<file path="config.mk">
export PLATFORM = sky130hd
export DESIGN_NAME = ptr_responder
export DESIGN_NICKNAME = d
export VERILOG_FILES = /design/src/rtl/ptr_pkg.sv /design/src/rtl/ptr_fifo.sv /design/src/rtl/ptr_responder.sv
export SDC_FILE = /design/constraint.sdc
export NUM_CORES = 1
export LEC_CHECK = 0
export ABC_CLOCK_PERIOD_IN_PS = 6400
export CAP_MARGIN = 5
export CORE_ASPECT_RATIO = 0.75
export CORE_MARGIN = 4
export CORE_UTILIZATION = 55
export DETAILED_ROUTE_END_ITERATION = 16
export DONT_BUFFER_PORTS = 1
export PLACE_DENSITY = 0.78
export SYNTH_ARGS = -nofsm -noshare
export SYNTH_HDL_FRONTEND = slang
export SYNTH_HIERARCHICAL = 1
export SYNTH_SLANG_ARGS = --single-unit
</file>
<file path="constraint.sdc">
create_clock -name sys_clk -period 6.4 [get_ports sys_clk]
set_clock_uncertainty 0.05 [all_clocks]
set_input_delay 0.96 -clock sys_clk [delete_from_list [all_inputs] [get_ports sys_clk]]
set_output_delay 0.96 -clock sys_clk [all_outputs]
set_load 0.005 [all_outputs]
</file>
<file path="src/rtl/ptr_pkg.sv">
// Package of constants for the parameter table read responder
package ptr_pkg;
   localparam logic [7:0] OPCODE_READ_PARAM = 8'h5a;
   localparam int ADDR_BITS = 24;
   localparam int HDR_BITS = 40;
   localparam logic [7:0] BYTE_UNUSED = 8'hff;
   localparam logic [31:0] SIGNATURE = 32'h50444653;
   localparam logic [7:0] REV_MINOR = 8'h00;
   localparam logic [7:0] REV_MAJOR = 8'h01;
   localparam logic [7:0] HEADER_COUNT_FIELD = 8'h01;
   localparam logic [7:0] STD_TABLE_ID = 8'h00;
   localparam logic [7:0] STD_TABLE_LEN = 8'h09;
   localparam logic [23:0] STD_TABLE_POINTER_FIELD = 24'h000030;
   localparam logic [7:0] VND_TABLE_LEN = 8'h04;
   localparam logic [23:0] VND_TABLE_POINTER_FIELD = 24'h000060;
   localparam logic [7:0] ADDR_SIG0 = 8'h00;
   localparam logic [7:0] ADDR_HDR1 = 8'h08;
   localparam logic [7:0] ADDR_HDR2 = 8'h10;
   localparam logic [7:0] ADDR_PARAM0 = 8'h30;
   // Byte 30h: erase 01b, granularity 1, bp 0, wren 0, top 111b
   localparam logic [1:0] ERASE_4K = 2'h1;
   localparam logic GRAN_64 = 1'b1;
   localparam logic BP_NONVOL = 1'b0;
   localparam logic WREN_50 = 1'b0;
   localparam logic [2:0] TOP_UNUSED = 3'h7;
   localparam int FIFO_DEPTH = 16;
endpackage : ptr_pkg

</file>
<file path="src/rtl/ptr_fifo.sv">
// Small synchronous FIFO with valid and ready on both sides
`timescale 1ns/1ps
module ptr_fifo #(
   parameter int WIDTH = 8,
   parameter int DEPTH = 16
) (
   // Clock and reset
   input wire logic sys_clk,
   input wire logic resetn,
   input wire logic flush,
   // Fill side
   input wire logic in_valid,
   output logic in_ready,
   input wire logic [WIDTH-1:0] in_data,
   // Drain side
   output logic out_valid,
   input wire logic out_ready,
   output logic [WIDTH-1:0] out_data
);
   localparam int AW = $clog2(DEPTH);
   logic [WIDTH-1:0] mem [DEPTH];
   logic [AW-1:0] wp_q, wp_d, rp_q, rp_d;
   logic [AW:0] cnt_q, cnt_d;
   logic push, pop;

   assign in_ready = (cnt_q != (AW+1)'(DEPTH));
   assign out_valid = (cnt_q != '0);
   assign out_data = mem[rp_q];
   assign push = in_valid && in_ready;
   assign pop = out_valid && out_ready;

   always_comb
   begin
      wp_d = wp_q;
      rp_d = rp_q;
      cnt_d = cnt_q;
      if (flush)
      begin
         wp_d = '0;
         rp_d = '0;
         cnt_d = '0;
      end
      else
      begin
         if (push)
            wp_d = wp_q + 1'b1;
         if (pop)
            rp_d = rp_q + 1'b1;
         if (push && !pop)
            cnt_d = cnt_q + 1'b1;
         else if (pop && !push)
            cnt_d = cnt_q - 1'b1;
      end
   end

   always_ff @(posedge sys_clk or negedge resetn)
   begin
      if (!resetn)
      begin
         wp_q <= '0;
         rp_q <= '0;
         cnt_q <= '0;
      end
      else
      begin
         wp_q <= wp_d;
         rp_q <= rp_d;
         cnt_q <= cnt_d;
      end
   end

   // Storage has no reset; contents are gated by the count
   always_ff @(posedge sys_clk)
   begin
      if (push && !flush)
         mem[wp_q] <= in_data;
   end
endmodule : ptr_fifo

</file>
<file path="src/rtl/ptr_responder.sv">
// Parameter table read responder on the serial flash link
// Notes on behaviour
// - Host sends opcode 5Ah, 24-bit address MSB first, one dummy byte.
// - After the dummy byte, table data leaves on falling clock edges.
// - Any start address; address increments after each byte sent.
// - After the top address the counter wraps to zero and continues.
// - Chip select high at any point ends the read and releases output.
// - Command refused while erase, program or write cycle is busy.
// - Bytes 0-3 signature 50444653h LSB first; 4 minor 00h, 5 major 01h.
// - Byte 6 header count 01h; byte 7 and unused header bytes FFh.
// - Header one: id 00h at 08h, minor 00h, major 01h at 0Ah.
// - Byte 0Bh gives standard table length 09h doublewords.
// - Bytes 0Ch-0Eh pointer 000030h LSB first; 0Fh returns FFh.
// - Header two: maker code at 10h, minor 00h, major 01h.
// - Byte 13h gives vendor table length 04h doublewords.
// - Bytes 14h-16h pointer 000060h LSB first; 17h returns FFh.
// - Byte 30h bits 1:0 are 01b, bit 2 is 1b.
// - Byte 30h bit 3 is 0b.
// - Byte 30h bit 4 is 0b.
// - Byte 30h bits 7:5 are always 111b.
`timescale 1ns/1ps
module ptr_responder #(
   parameter logic [7:0] MAKER_CODE = 8'ha5, // Arbitrary neutral value
   parameter int DEPTH = ptr_pkg::FIFO_DEPTH
) (
   // Clock and reset
   input wire logic sys_clk,
   input wire logic resetn,
   // Serial link pins
   input wire logic link_sclk,
   input wire logic link_csn,
   input wire logic link_si,
   output logic link_so,
   output logic link_so_oe,
   // Device state
   input wire logic busy_cycle,
   // Status
   output logic read_active,
   output logic cmd_refused
);
   typedef enum logic [3:0] {
      ST_IDLE = 4'b0001,
      ST_CMD = 4'b0010,
      ST_OUT = 4'b0100,
      ST_IGN = 4'b1000
   } ptr_state_t;

   // Three-stage pin synchronisers
   // First stage may be metastable; only the last two are compared
   logic [2:0] sclk_s, csn_s, si_s;
   logic sclk_q, csn_q;
   logic rise, fall, cs_low;
   always_ff @(posedge sys_clk or negedge resetn)
   begin
      if (!resetn)
      begin
         sclk_s <= 3'h0;
         csn_s <= 3'h7;
         si_s <= 3'h0;
         sclk_q <= 1'b0;
         csn_q <= 1'b1;
      end
      else
      begin
         sclk_s <= {sclk_s[1:0], link_sclk};
         csn_s <= {csn_s[1:0], link_csn};
         si_s <= {si_s[1:0], link_si};
         if (sclk_s[1] == sclk_s[2])
            sclk_q <= sclk_s[2];
         if (csn_s[1] == csn_s[2])
            csn_q <= csn_s[2];
      end
   end
   assign rise = (sclk_s[1] == sclk_s[2]) && sclk_s[2] && !sclk_q;
   assign fall = (sclk_s[1] == sclk_s[2]) && !sclk_s[2] && sclk_q;
   assign cs_low = !csn_q && !(csn_s[1] && csn_s[2]);

   // Table lookup over the low address bits
   function automatic logic [7:0] table_byte(input logic [23:0] a);
      logic [7:0] b;
      b = ptr_pkg::BYTE_UNUSED;
      if (a[23:8] != 16'h0)
         b = ptr_pkg::BYTE_UNUSED;
      else if (a[7:2] == ptr_pkg::ADDR_SIG0[7:2])
         b = ptr_pkg::SIGNATURE[8*a[1:0] +: 8];
      else if (a[7:0] == ptr_pkg::ADDR_SIG0 + 8'h04)
         b = ptr_pkg::REV_MINOR;
      else if (a[7:0] == ptr_pkg::ADDR_SIG0 + 8'h05)
         b = ptr_pkg::REV_MAJOR;
      else if (a[7:0] == ptr_pkg::ADDR_SIG0 + 8'h06)
         b = ptr_pkg::HEADER_COUNT_FIELD;
      else if (a[7:0] == ptr_pkg::ADDR_HDR1)
         b = ptr_pkg::STD_TABLE_ID;
      else if (a[7:0] == ptr_pkg::ADDR_HDR1 + 8'h01)
         b = ptr_pkg::REV_MINOR;
      else if (a[7:0] == ptr_pkg::ADDR_HDR1 + 8'h02)
         b = ptr_pkg::REV_MAJOR;
      else if (a[7:0] == ptr_pkg::ADDR_HDR1 + 8'h03)
         b = ptr_pkg::STD_TABLE_LEN;
      else if (a[7:0] >= ptr_pkg::ADDR_HDR1 + 8'h04
               && a[7:0] <= ptr_pkg::ADDR_HDR1 + 8'h06)
         b = ptr_pkg::STD_TABLE_POINTER_FIELD[8*(a[1:0]) +: 8];
      else if (a[7:0] == ptr_pkg::ADDR_HDR2)
         b = MAKER_CODE;
      else if (a[7:0] == ptr_pkg::ADDR_HDR2 + 8'h01)
         b = ptr_pkg::REV_MINOR;
      else if (a[7:0] == ptr_pkg::ADDR_HDR2 + 8'h02)
         b = ptr_pkg::REV_MAJOR;
      else if (a[7:0] == ptr_pkg::ADDR_HDR2 + 8'h03)
         b = ptr_pkg::VND_TABLE_LEN;
      else if (a[7:0] >= ptr_pkg::ADDR_HDR2 + 8'h04
               && a[7:0] <= ptr_pkg::ADDR_HDR2 + 8'h06)
         b = ptr_pkg::VND_TABLE_POINTER_FIELD[8*(a[1:0]) +: 8];
      else if (a[7:0] == ptr_pkg::ADDR_PARAM0)
         b = {ptr_pkg::TOP_UNUSED, ptr_pkg::WREN_50, ptr_pkg::BP_NONVOL,
              ptr_pkg::GRAN_64, ptr_pkg::ERASE_4K};
      return b;
   endfunction : table_byte

   // Command state
   ptr_state_t st_q, st_d;
   logic [5:0] bitcnt_q, bitcnt_d;
   logic [31:0] sh_q, sh_d;
   logic [23:0] addr_q, addr_d;
   logic refused_q, refused_d;
   logic fetch;
   logic [7:0] fifo_out;
   logic fifo_valid, fifo_in_ready;
   logic pop;

   // Bytes are prefetched ahead of the shifter; fetch stalls when full
   assign fetch = (st_q == ST_OUT) && fifo_in_ready;

   always_comb
   begin
      st_d = st_q;
      bitcnt_d = bitcnt_q;
      sh_d = sh_q;
      addr_d = addr_q;
      refused_d = refused_q;
      if (!cs_low)
      begin
         st_d = ST_IDLE;
         bitcnt_d = 6'h0;
      end
      else
      begin
         case (st_q)
            ST_IDLE:
            begin
               st_d = ST_CMD;
               bitcnt_d = 6'h0;
               refused_d = 1'b0;
            end
            ST_CMD:
               if (rise)
               begin
                  sh_d = {sh_q[30:0], si_s[2]};
                  bitcnt_d = bitcnt_q + 6'h1;
                  if (bitcnt_q == 6'd7
                      && {sh_q[6:0], si_s[2]} != ptr_pkg::OPCODE_READ_PARAM)
                     st_d = ST_IGN;
                  else if (bitcnt_q == 6'd7 && busy_cycle)
                  begin
                     st_d = ST_IGN;
                     refused_d = 1'b1;
                  end
                  else if (bitcnt_q == 6'd31)
                     addr_d = {sh_q[22:0], si_s[2]};
                  else if (bitcnt_q == 6'd39)
                     st_d = ST_OUT;
               end
            ST_OUT:
               if (fetch)
                  addr_d = addr_q + 24'h1;
            default:
               st_d = st_q;
         endcase
      end
   end

   always_ff @(posedge sys_clk or negedge resetn)
   begin
      if (!resetn)
      begin
         st_q <= ST_IDLE;
         bitcnt_q <= 6'h0;
         sh_q <= 32'h0;
         addr_q <= 24'h0;
         refused_q <= 1'b0;
      end
      else
      begin
         st_q <= st_d;
         bitcnt_q <= bitcnt_d;
         sh_q <= sh_d;
         addr_q <= addr_d;
         refused_q <= refused_d;
      end
   end

   // Flushed outside the output phase, so a cut read leaves no stale bytes
   ptr_fifo #(
      .WIDTH(8),
      .DEPTH(DEPTH)
   ) u_fifo (
      .sys_clk(sys_clk),
      .resetn(resetn),
      .flush(st_q != ST_OUT),
      .in_valid(fetch),
      .in_ready(fifo_in_ready),
      .in_data(table_byte(addr_q)),
      .out_valid(fifo_valid),
      .out_ready(pop),
      .out_data(fifo_out)
   );

   // Output shifter, changes on falling serial clock
   logic [7:0] osh_q, osh_d;
   logic [2:0] obit_q, obit_d;
   logic so_q, so_d, oe_q, oe_d;

   // A byte leaves the FIFO only on the fall that starts it
   assign pop = (st_q == ST_OUT) && fall && (obit_q == 3'h0) && fifo_valid;

   always_comb
   begin
      osh_d = osh_q;
      obit_d = obit_q;
      so_d = so_q;
      oe_d = oe_q;
      if (st_q != ST_OUT || !cs_low)
      begin
         obit_d = 3'h0;
         oe_d = 1'b0;
         so_d = 1'b0;
      end
      else if (fall)
      begin
         if (obit_q == 3'h0)
         begin
            so_d = fifo_out[7];
            osh_d = {fifo_out[6:0], 1'b0};
            obit_d = 3'h7;
         end
         else
         begin
            so_d = osh_q[7];
            osh_d = {osh_q[6:0], 1'b0};
            obit_d = obit_q - 3'h1;
         end
         oe_d = 1'b1;
      end
   end

   always_ff @(posedge sys_clk or negedge resetn)
   begin
      if (!resetn)
      begin
         osh_q <= 8'h0;
         obit_q <= 3'h0;
         so_q <= 1'b0;
         oe_q <= 1'b0;
      end
      else
      begin
         osh_q <= osh_d;
         obit_q <= obit_d;
         so_q <= so_d;
         oe_q <= oe_d;
      end
   end

   assign link_so = so_q;
   assign link_so_oe = oe_q;
   assign read_active = (st_q == ST_OUT);
   assign cmd_refused = refused_q;

   // Checks on the command and output paths
   a_refuse_busy: assert property (@(posedge sys_clk)
      disable iff (!resetn)
      st_q == ST_CMD && rise && cs_low && bitcnt_q == 6'd7 && busy_cycle
      && {sh_q[6:0], si_s[2]} == ptr_pkg::OPCODE_READ_PARAM
      |=> (st_q == ST_IGN && cmd_refused) ##0 (st_q != ST_OUT) [*8])
      else $error("command accepted during busy cycle");

   a_enter_out: assert property (@(posedge sys_clk)
      disable iff (!resetn)
      st_q == ST_CMD && rise && bitcnt_q == 6'd39 && cs_low
      |=> st_q == ST_OUT)
      else $error("output phase not entered after dummy byte");
   a_ign_quiet: assert property (@(posedge sys_clk)
      disable iff (!resetn) st_q == ST_IGN |-> !link_so_oe)
      else $error("output driven for an ignored command");

   a_cs_release: assert property (@(posedge sys_clk)
      disable iff (!resetn) !cs_low |=> !link_so_oe)
      else $error("output still driven after deselect");
   a_idle_quiet: assert property (@(posedge sys_clk)
      disable iff (!resetn) st_q == ST_IDLE |-> !link_so_oe && !link_so)
      else $error("output not released in idle");

   a_addr_step: assert property (@(posedge sys_clk)
      disable iff (!resetn)
      fetch && cs_low |=> addr_q == $past(addr_q) + 24'h1)
      else $error("address did not advance");
   a_addr_wrap: assert property (@(posedge sys_clk)
      disable iff (!resetn)
      fetch && cs_low && addr_q == 24'hffffff |=> addr_q == 24'h0)
      else $error("address did not wrap");

   a_oe_fall: assert property (@(posedge sys_clk)
      disable iff (!resetn) $rose(link_so_oe) |-> $past(fall))
      else $error("output started off a falling edge");
   a_so_hold: assert property (@(posedge sys_clk)
      disable iff (!resetn)
      $changed(link_so) |-> $past(fall) || !$past(cs_low)
         || $past(st_q) != ST_OUT)
      else $error("output bit changed off a falling edge");
   a_refused_quiet: assert property (@(posedge sys_clk)
      disable iff (!resetn) cmd_refused |-> !link_so_oe)
      else $error("output driven for a refused command");

   // Table contents are constant, so these hold in every cycle
   a_sig_byte: assert property (@(posedge sys_clk)
      disable iff (!resetn)
      table_byte(24'h0) == 8'h53 && table_byte(24'h3) == 8'h50)
      else $error("signature byte wrong");
   a_hdr_bytes: assert property (@(posedge sys_clk)
      disable iff (!resetn)
      table_byte(24'h06) == 8'h01 && table_byte(24'h0b) == 8'h09
      && table_byte(24'h0e) == 8'h00 && table_byte(24'h10) == MAKER_CODE)
      else $error("header byte wrong");
   a_param_byte: assert property (@(posedge sys_clk)
      disable iff (!resetn)
      table_byte(24'h30) == 8'he5 && table_byte(24'h07) == 8'hff)
      else $error("parameter byte wrong");

   // Main scenarios
   c_read: cover property (@(posedge sys_clk) st_q == ST_OUT && fall);
   c_refuse: cover property (@(posedge sys_clk) $rose(refused_q));
   c_wrap: cover property (@(posedge sys_clk) fetch && addr_q == 24'hffffff);
   c_cut: cover property (@(posedge sys_clk) st_q == ST_OUT && !cs_low
      && obit_q != 3'h0);
   c_full: cover property (@(posedge sys_clk) st_q == ST_OUT
      && !fifo_in_ready);
endmodule : ptr_responder

</file>
[Word-level counts from Yosys, hierarchy flattened]
Memories as Yosys holds them, arrays and structs flattened.
Cells that the tools add are included.
Cells by class
  equality and inequality tests: 33
  add/sub/neg operators: 7
  reductions and logical operators: 44
  order comparisons: 4
  shift operators: 3
  div/mod/pow operators: 0
  multipliers: 0
  muxes and demuxes: 54
  bitwise operators: 1
Operators with widths (number)
  two-way mux 8 bit: 16
  two-way mux 24 bit: 5
  one-hot mux 24 bit (2 select lines): 1
  variable part select 24 x 6 -> 8 bit (first input constant): 2
  two-way mux 4 bit: 10
  == test 8 x 4 -> 1 bit (second input constant): 4
  == test 8 x 5 -> 1 bit (second input constant): 4
  variable part select 32 x 6 -> 8 bit (first input constant): 1
  adder 24 x 1 -> 24 bit (second input constant): 1
  == test 8 x 3 -> 1 bit (second input constant): 3
  two-way mux 5 bit: 4
  logical AND 1 bit: 19
  nonzero test 16 bit: 1
  != test 5 bit (second input constant): 3
  two-way mux 6 bit: 2
  one-hot mux 6 bit (2 select lines): 1
  two-way mux 1 bit: 10
  != test 2 bit (second input constant): 5
  nonzero test 2 bit: 5
  two-way mux 3 bit: 3
  adder 4 x 1 -> 4 bit (second input constant): 2
  == test 8 x 6 -> 1 bit (second input constant): 1
  greater-or-equal comparator 8 x 4 -> 1 bit (second input constant): 1
  greater-or-equal comparator 8 x 5 -> 1 bit (second input constant): 1
  other kinds (32): 41
Word-level totals
  output and inout port bits: 4
  RAM bits: 128
  ROM bits: 0
  word-level logic and storage cells: 164
  latch bits: 0
  register bits: 95
  memories: 1
Memory list
  u_fifo.mem: depth 16, bits a word 8, rd ports 1, clocked after Yosys merged registers in 0, wr ports 1, line ptr_fifo.sv:21  | logic [WIDTH-1:0] mem [DEPTH];

[Logic depth before layout (Yosys ltp)]
  depth after elaboration: 17
  gate-level depth with buffers: 14

[By module]
The synthesis kept the hierarchy.
Modules (own cells, without submodules)
  ptr_fifo: cells an instance 343, times used 1, area each 5939.4 um2, seq. area each 4169.0 um2
  ptr_responder: cells an instance 453, times used 1, area each 4374.2 um2, seq. area each 2033.2 um2

[Worst setup path before layout]
OpenSTA, ideal clock, no wires.
  path type: register to register
  from: reg st_q[1]
  to: reg u_fifo.cnt_q[4]
  data required time: 6.225 ns
  period minus slack after synthesis: 3.765 ns
  stages on the path, launching flop included: 14
  path buffers: 2
  setup time: 0.125 ns
  arrival time: 3.591 ns
  setup slack: 2.635 ns
  path through: dfrtp_1 -> or4b_1 -> buf_4 -> clkinv_4 -> clkbuf_1 -> and2_1 -> a21boi_2 -> ha_1 -> inv_1 -> fa_1 -> a21o_1 -> a21oi_1 -> mux2i_1 -> mux2_2
RTL lines
  start: declaration: line ptr_responder.sv:121  | ptr_state_t st_q, st_d;
  start signal: assignment: line ptr_responder.sv:194  | st_q <= st_d;
  == test 4 x 3 -> 1 bit (*)
  net read_active: line ptr_responder.sv:38  | output logic read_active,
  logical AND 1 bit (*): line ptr_responder.sv:132  | assign fetch = (st_q == ST_OUT) && fifo_in_ready;
  net fetch: line ptr_responder.sv:126  | logic fetch;
  logical AND 1 bit (*): line ptr_fifo.sv:29  | assign push = in_valid && in_ready;
  logical AND 1 bit / logical NOT 1 bit (equally long branches): line ptr_fifo.sv:49, ptr_fifo.sv:51
  two-way mux 5 bit / logical AND 1 bit (equally long branches): line ptr_fifo.sv:49, ptr_fifo.sv:51
  two-way mux 5 bit / nonzero test 3 bit (equally long branches)
  end signal: assignment: line ptr_fifo.sv:68  | cnt_q <= cnt_d;
  end: declaration: line ptr_fifo.sv:23  | logic [AW:0] cnt_q, cnt_d;
The timed path passes the listed nets; every way through them passes the cells marked *.
A chain may end at the register's enable or synchronous reset.

[Worst setup path after layout]
Same ends and word-level chain as after synthesis.

==> results_dict.tcl <==
set metrics [dict create \
    status "completed" \
    worst_ir_drop_vdd_mv 0.1712 \
    synth_top_area_share 0.3727 \
    mappedNetlistNets 823 \
    syn_inst 796 \
    slew_headroom 0.1551 \
    row_count 43 \
    postCtsSetupRepairBufs 0 \
    cp-start-kind "flip-flop" \
    fmax_mhz 240.0 \
    cts_root_buffer "clkbuf_16" \
    hp-class "in -> async" \
    setup_tns_ns 0 \
    pwr_density_cell_mw_per_mm2 257.6 \
    post_cts_resized 0 \
    yosys-top-cells-count "128 x edfxtp_1, 89 x dfrtp_1, 61 x nand2_1" \
    synthTopCellsByArea "edfxtp_1 37%, dfrtp_1 22%, mux2i_1 4.3%, mux4_2 3.5%, mux2_2 2.7%" \
    slowest_delay_ns 0.53 \
    min_period_over_period 0.6511 \
    crit_chain "or4b_1 -> buf_4 -> clkinv_4 -> and2_1 -> a21boi_2 -> ha_1 -> inv_1 -> fa_1 -> a21o_1 -> a21oi_1 -> mux2i_1 -> mux2_2" \
    clk_latency_ns 0.51 \
    die_w_um 166.1 \
    cp.arrival_ns 4.51 \
    final_area_mm2 0.01126 \
    tightest_slew_ns 1.265 \
    core-area_mm2 0.01845 \
    portBuffers 0 \
    antenna_found_initial 0 \
    rsz0062_at_grt "false" \
    grtUsageTotal 0.2083 \
    grt-ovfl-total 0 \
    hold_viol 0 \
    grt_pass1_wl_mm 35.58 \
    synth-async-reset-ratio 0.4234 \
    clkSinkCount 222 \
    wl_mm 21.64 \
    slowest_stage "or4b_1" \
    ant_nets 0 \
    synth_area_mm2 0.01031 \
    dr_total_vias 6646 \
    final_layout_size_suffix_gt1_frac 0.1487 \
    crit_fanout 46 \
    setup_viol 0 \
    cts_tree "built" \
    ys_seq_area_frac 0.6014 \
    layout_min_cycle_time_ns 4.167 \
    die_h_um 126.6 \
    cp-end-kind "flip-flop" \
    cp.required_ns 6.74 \
    synth-edff-count 128 \
    synth.largest_area_cell "edfxtp_1" \
    grt_max_degree 95 \
    vias_per_cell 6.306 \
    dieArea_mm2 0.02103 \
    wl_per_cell_um 20.53 \
    cts.clk_slew.worst_paths_ns 0.07 \
    drt_iter0_drc 941 \
    drv_cap 0 \
    diodes 0 \
    h-tree-depth 1 \
    grt_pass1_vias 6506 \
    ys_types 80 \
    cts_buffer_depth 3 \
    syn_avg_cell_area_um2 12.96 \
    leakage_nw 4.262 \
    gp_congestion 0.8710 \
    ios 10 \
    hpwl_mm 14.06 \
    yosysWarnings 6 \
    cts_buffers 22 \
    crit_type "reg -> reg" \
    initial_core_util 0.5589 \
    drcViolationCount 0 \
    placed_area_mm2 0.01051 \
    dr.pass1.iters 8 \
    synth-seq-cells 222 \
    holdBufCountCts 0 \
    syn_to_final_growth_pct 9.147 \
    slew_viol_final 0 \
    nets 818 \
    synth_flop_cell "edfxtp_1" \
    yosysMostFrequentCell "edfxtp_1" \
]
per-stage QoR:
| step | std cells | hold WS (ns) | util | power (W) | setup WS (ns) |
|---|---|---|---|---|---|
| after floorplan | 796 | 0.2812 | - | 0.001594 | 2.635 |
| after global placement | 1014 | 0.2832 | 0.5694 | 0.001603 | 2.376 |
| after detailed placement | 1014 | 0.2847 | 0.5694 | 0.001609 | 2.294 |
| after CTS | 1054 | 0.07683 | 0.6100 | 0.002923 | 2.282 |
| after global routing | 1054 | 0.07014 | 0.6100 | 0.003004 | 1.967 |
| final | 1054 | 0.09367 | 0.6100 | 0.002900 | 2.233 |
state kept, by name, indices dropped and copies added, names as in the netlist, 4 cells and up:
name	cells
bitcnt_q	6
addr_q	24
u_fifo/cnt_q	5
u_fifo/mem	128
u_fifo/wp_q	4
osh_q	7
u_fifo/rp_q	4
sh_q	23
st_q	4
layer usage:
layer / GRT usage / routed length, um
met1: 0.3128 / 9664
met2: 0.3150 / 9520
met3: 0.04424 / 1966
met4: 0.05189 / 486
met5: 0 / 0
logic make-up (layout without fill, tap and decap cells):
logic type	count (synthesis)	in the layout	share of synthesized area
muxes	85	85	0.1049
and+or+nand+nor	214	214	0.1097
AOI/OAI and AO/OA	181	181	0.1200
adders and majority gates	21	21	0.02620
xor gates and xnor gates	8	8	0.006794
buffers and inverters	65	76	0.03105
DFF	222	222	0.6014
cell type report:
| type | count | area [um2] |
|---|---|---|
| multi-input combinational | 509 | 3791 |
| tap | 247 | 309.0 |
| sequential | 222 | 6203 |
| clock inverter | 13 | 147.6 |
| fill | 1365 | 7197 |
| clock buffer | 27 | 601.8 |
| inverter | 19 | 76.32 |
| timing repair buffer | 17 | 127.6 |
worst paths after layout:
path | to | slack, ns | start | cells after the start
worst min-delay path | si_s[0]$_DFF_PN0_ | 0.09 | resetn | 0
min in group sys_clk | si_s[1]$_DFF_PN0_ | 0.30 | si_s[0]$_DFF_PN0_ | 0
worst max register to register | u_fifo/cnt_q[4]$_DFFE_PN0P_ | 2.23 | st_q[1]$_DFFE_PN0P_ | 12
worst max-delay path | u_fifo/cnt_q[4]$_DFFE_PN0P_ | 2.23 | st_q[1]$_DFFE_PN0P_ | 12
max in group asynchronous | csn_q$_DFFE_PN1N_ | 5.98 | resetn | 0
worst min register to register | si_s[1]$_DFF_PN0_ | 0.30 | si_s[0]$_DFF_PN0_ | 0
layout by cell type (no fill, tap or decap), types with 16 or more instances in the layout:
cell         n
nor2_1      47
a21oi_1     48
inv_1       17
clkbuf_16   23
mux2_2      25
dfrtp_1     88
mux4_2      16
edfxtp_1   128
nand3_1     20
nand2_1     61
mux2i_1     44
o21ai_0     41
buf_4       17
ha_1        20
where the power goes:
group / switching, W / total (W) / internal, W
sequential: 0.0000171 / 0.00154 / 0.00152
clock: 0.000526 / 0.00132 / 0.000792
combinational: 0.0000283 / 0.0000469 / 0.0000186
total: 0.000572 / 0.00290 / 0.00233
worst max-delay path: cells and delay by family, from the launching register on:
family | cells | cell delay, ns
and+or+nand+nor | 2 | 0.79
AOI/OAI and AO/OA | 3 | 0.76
buffers and inverters | 3 | 0.75
adders and majority gates | 2 | 0.66
muxes | 2 | 0.55
DFF | 1 | 0.45
Note: power is estimated with default switching activity, not from simulation.
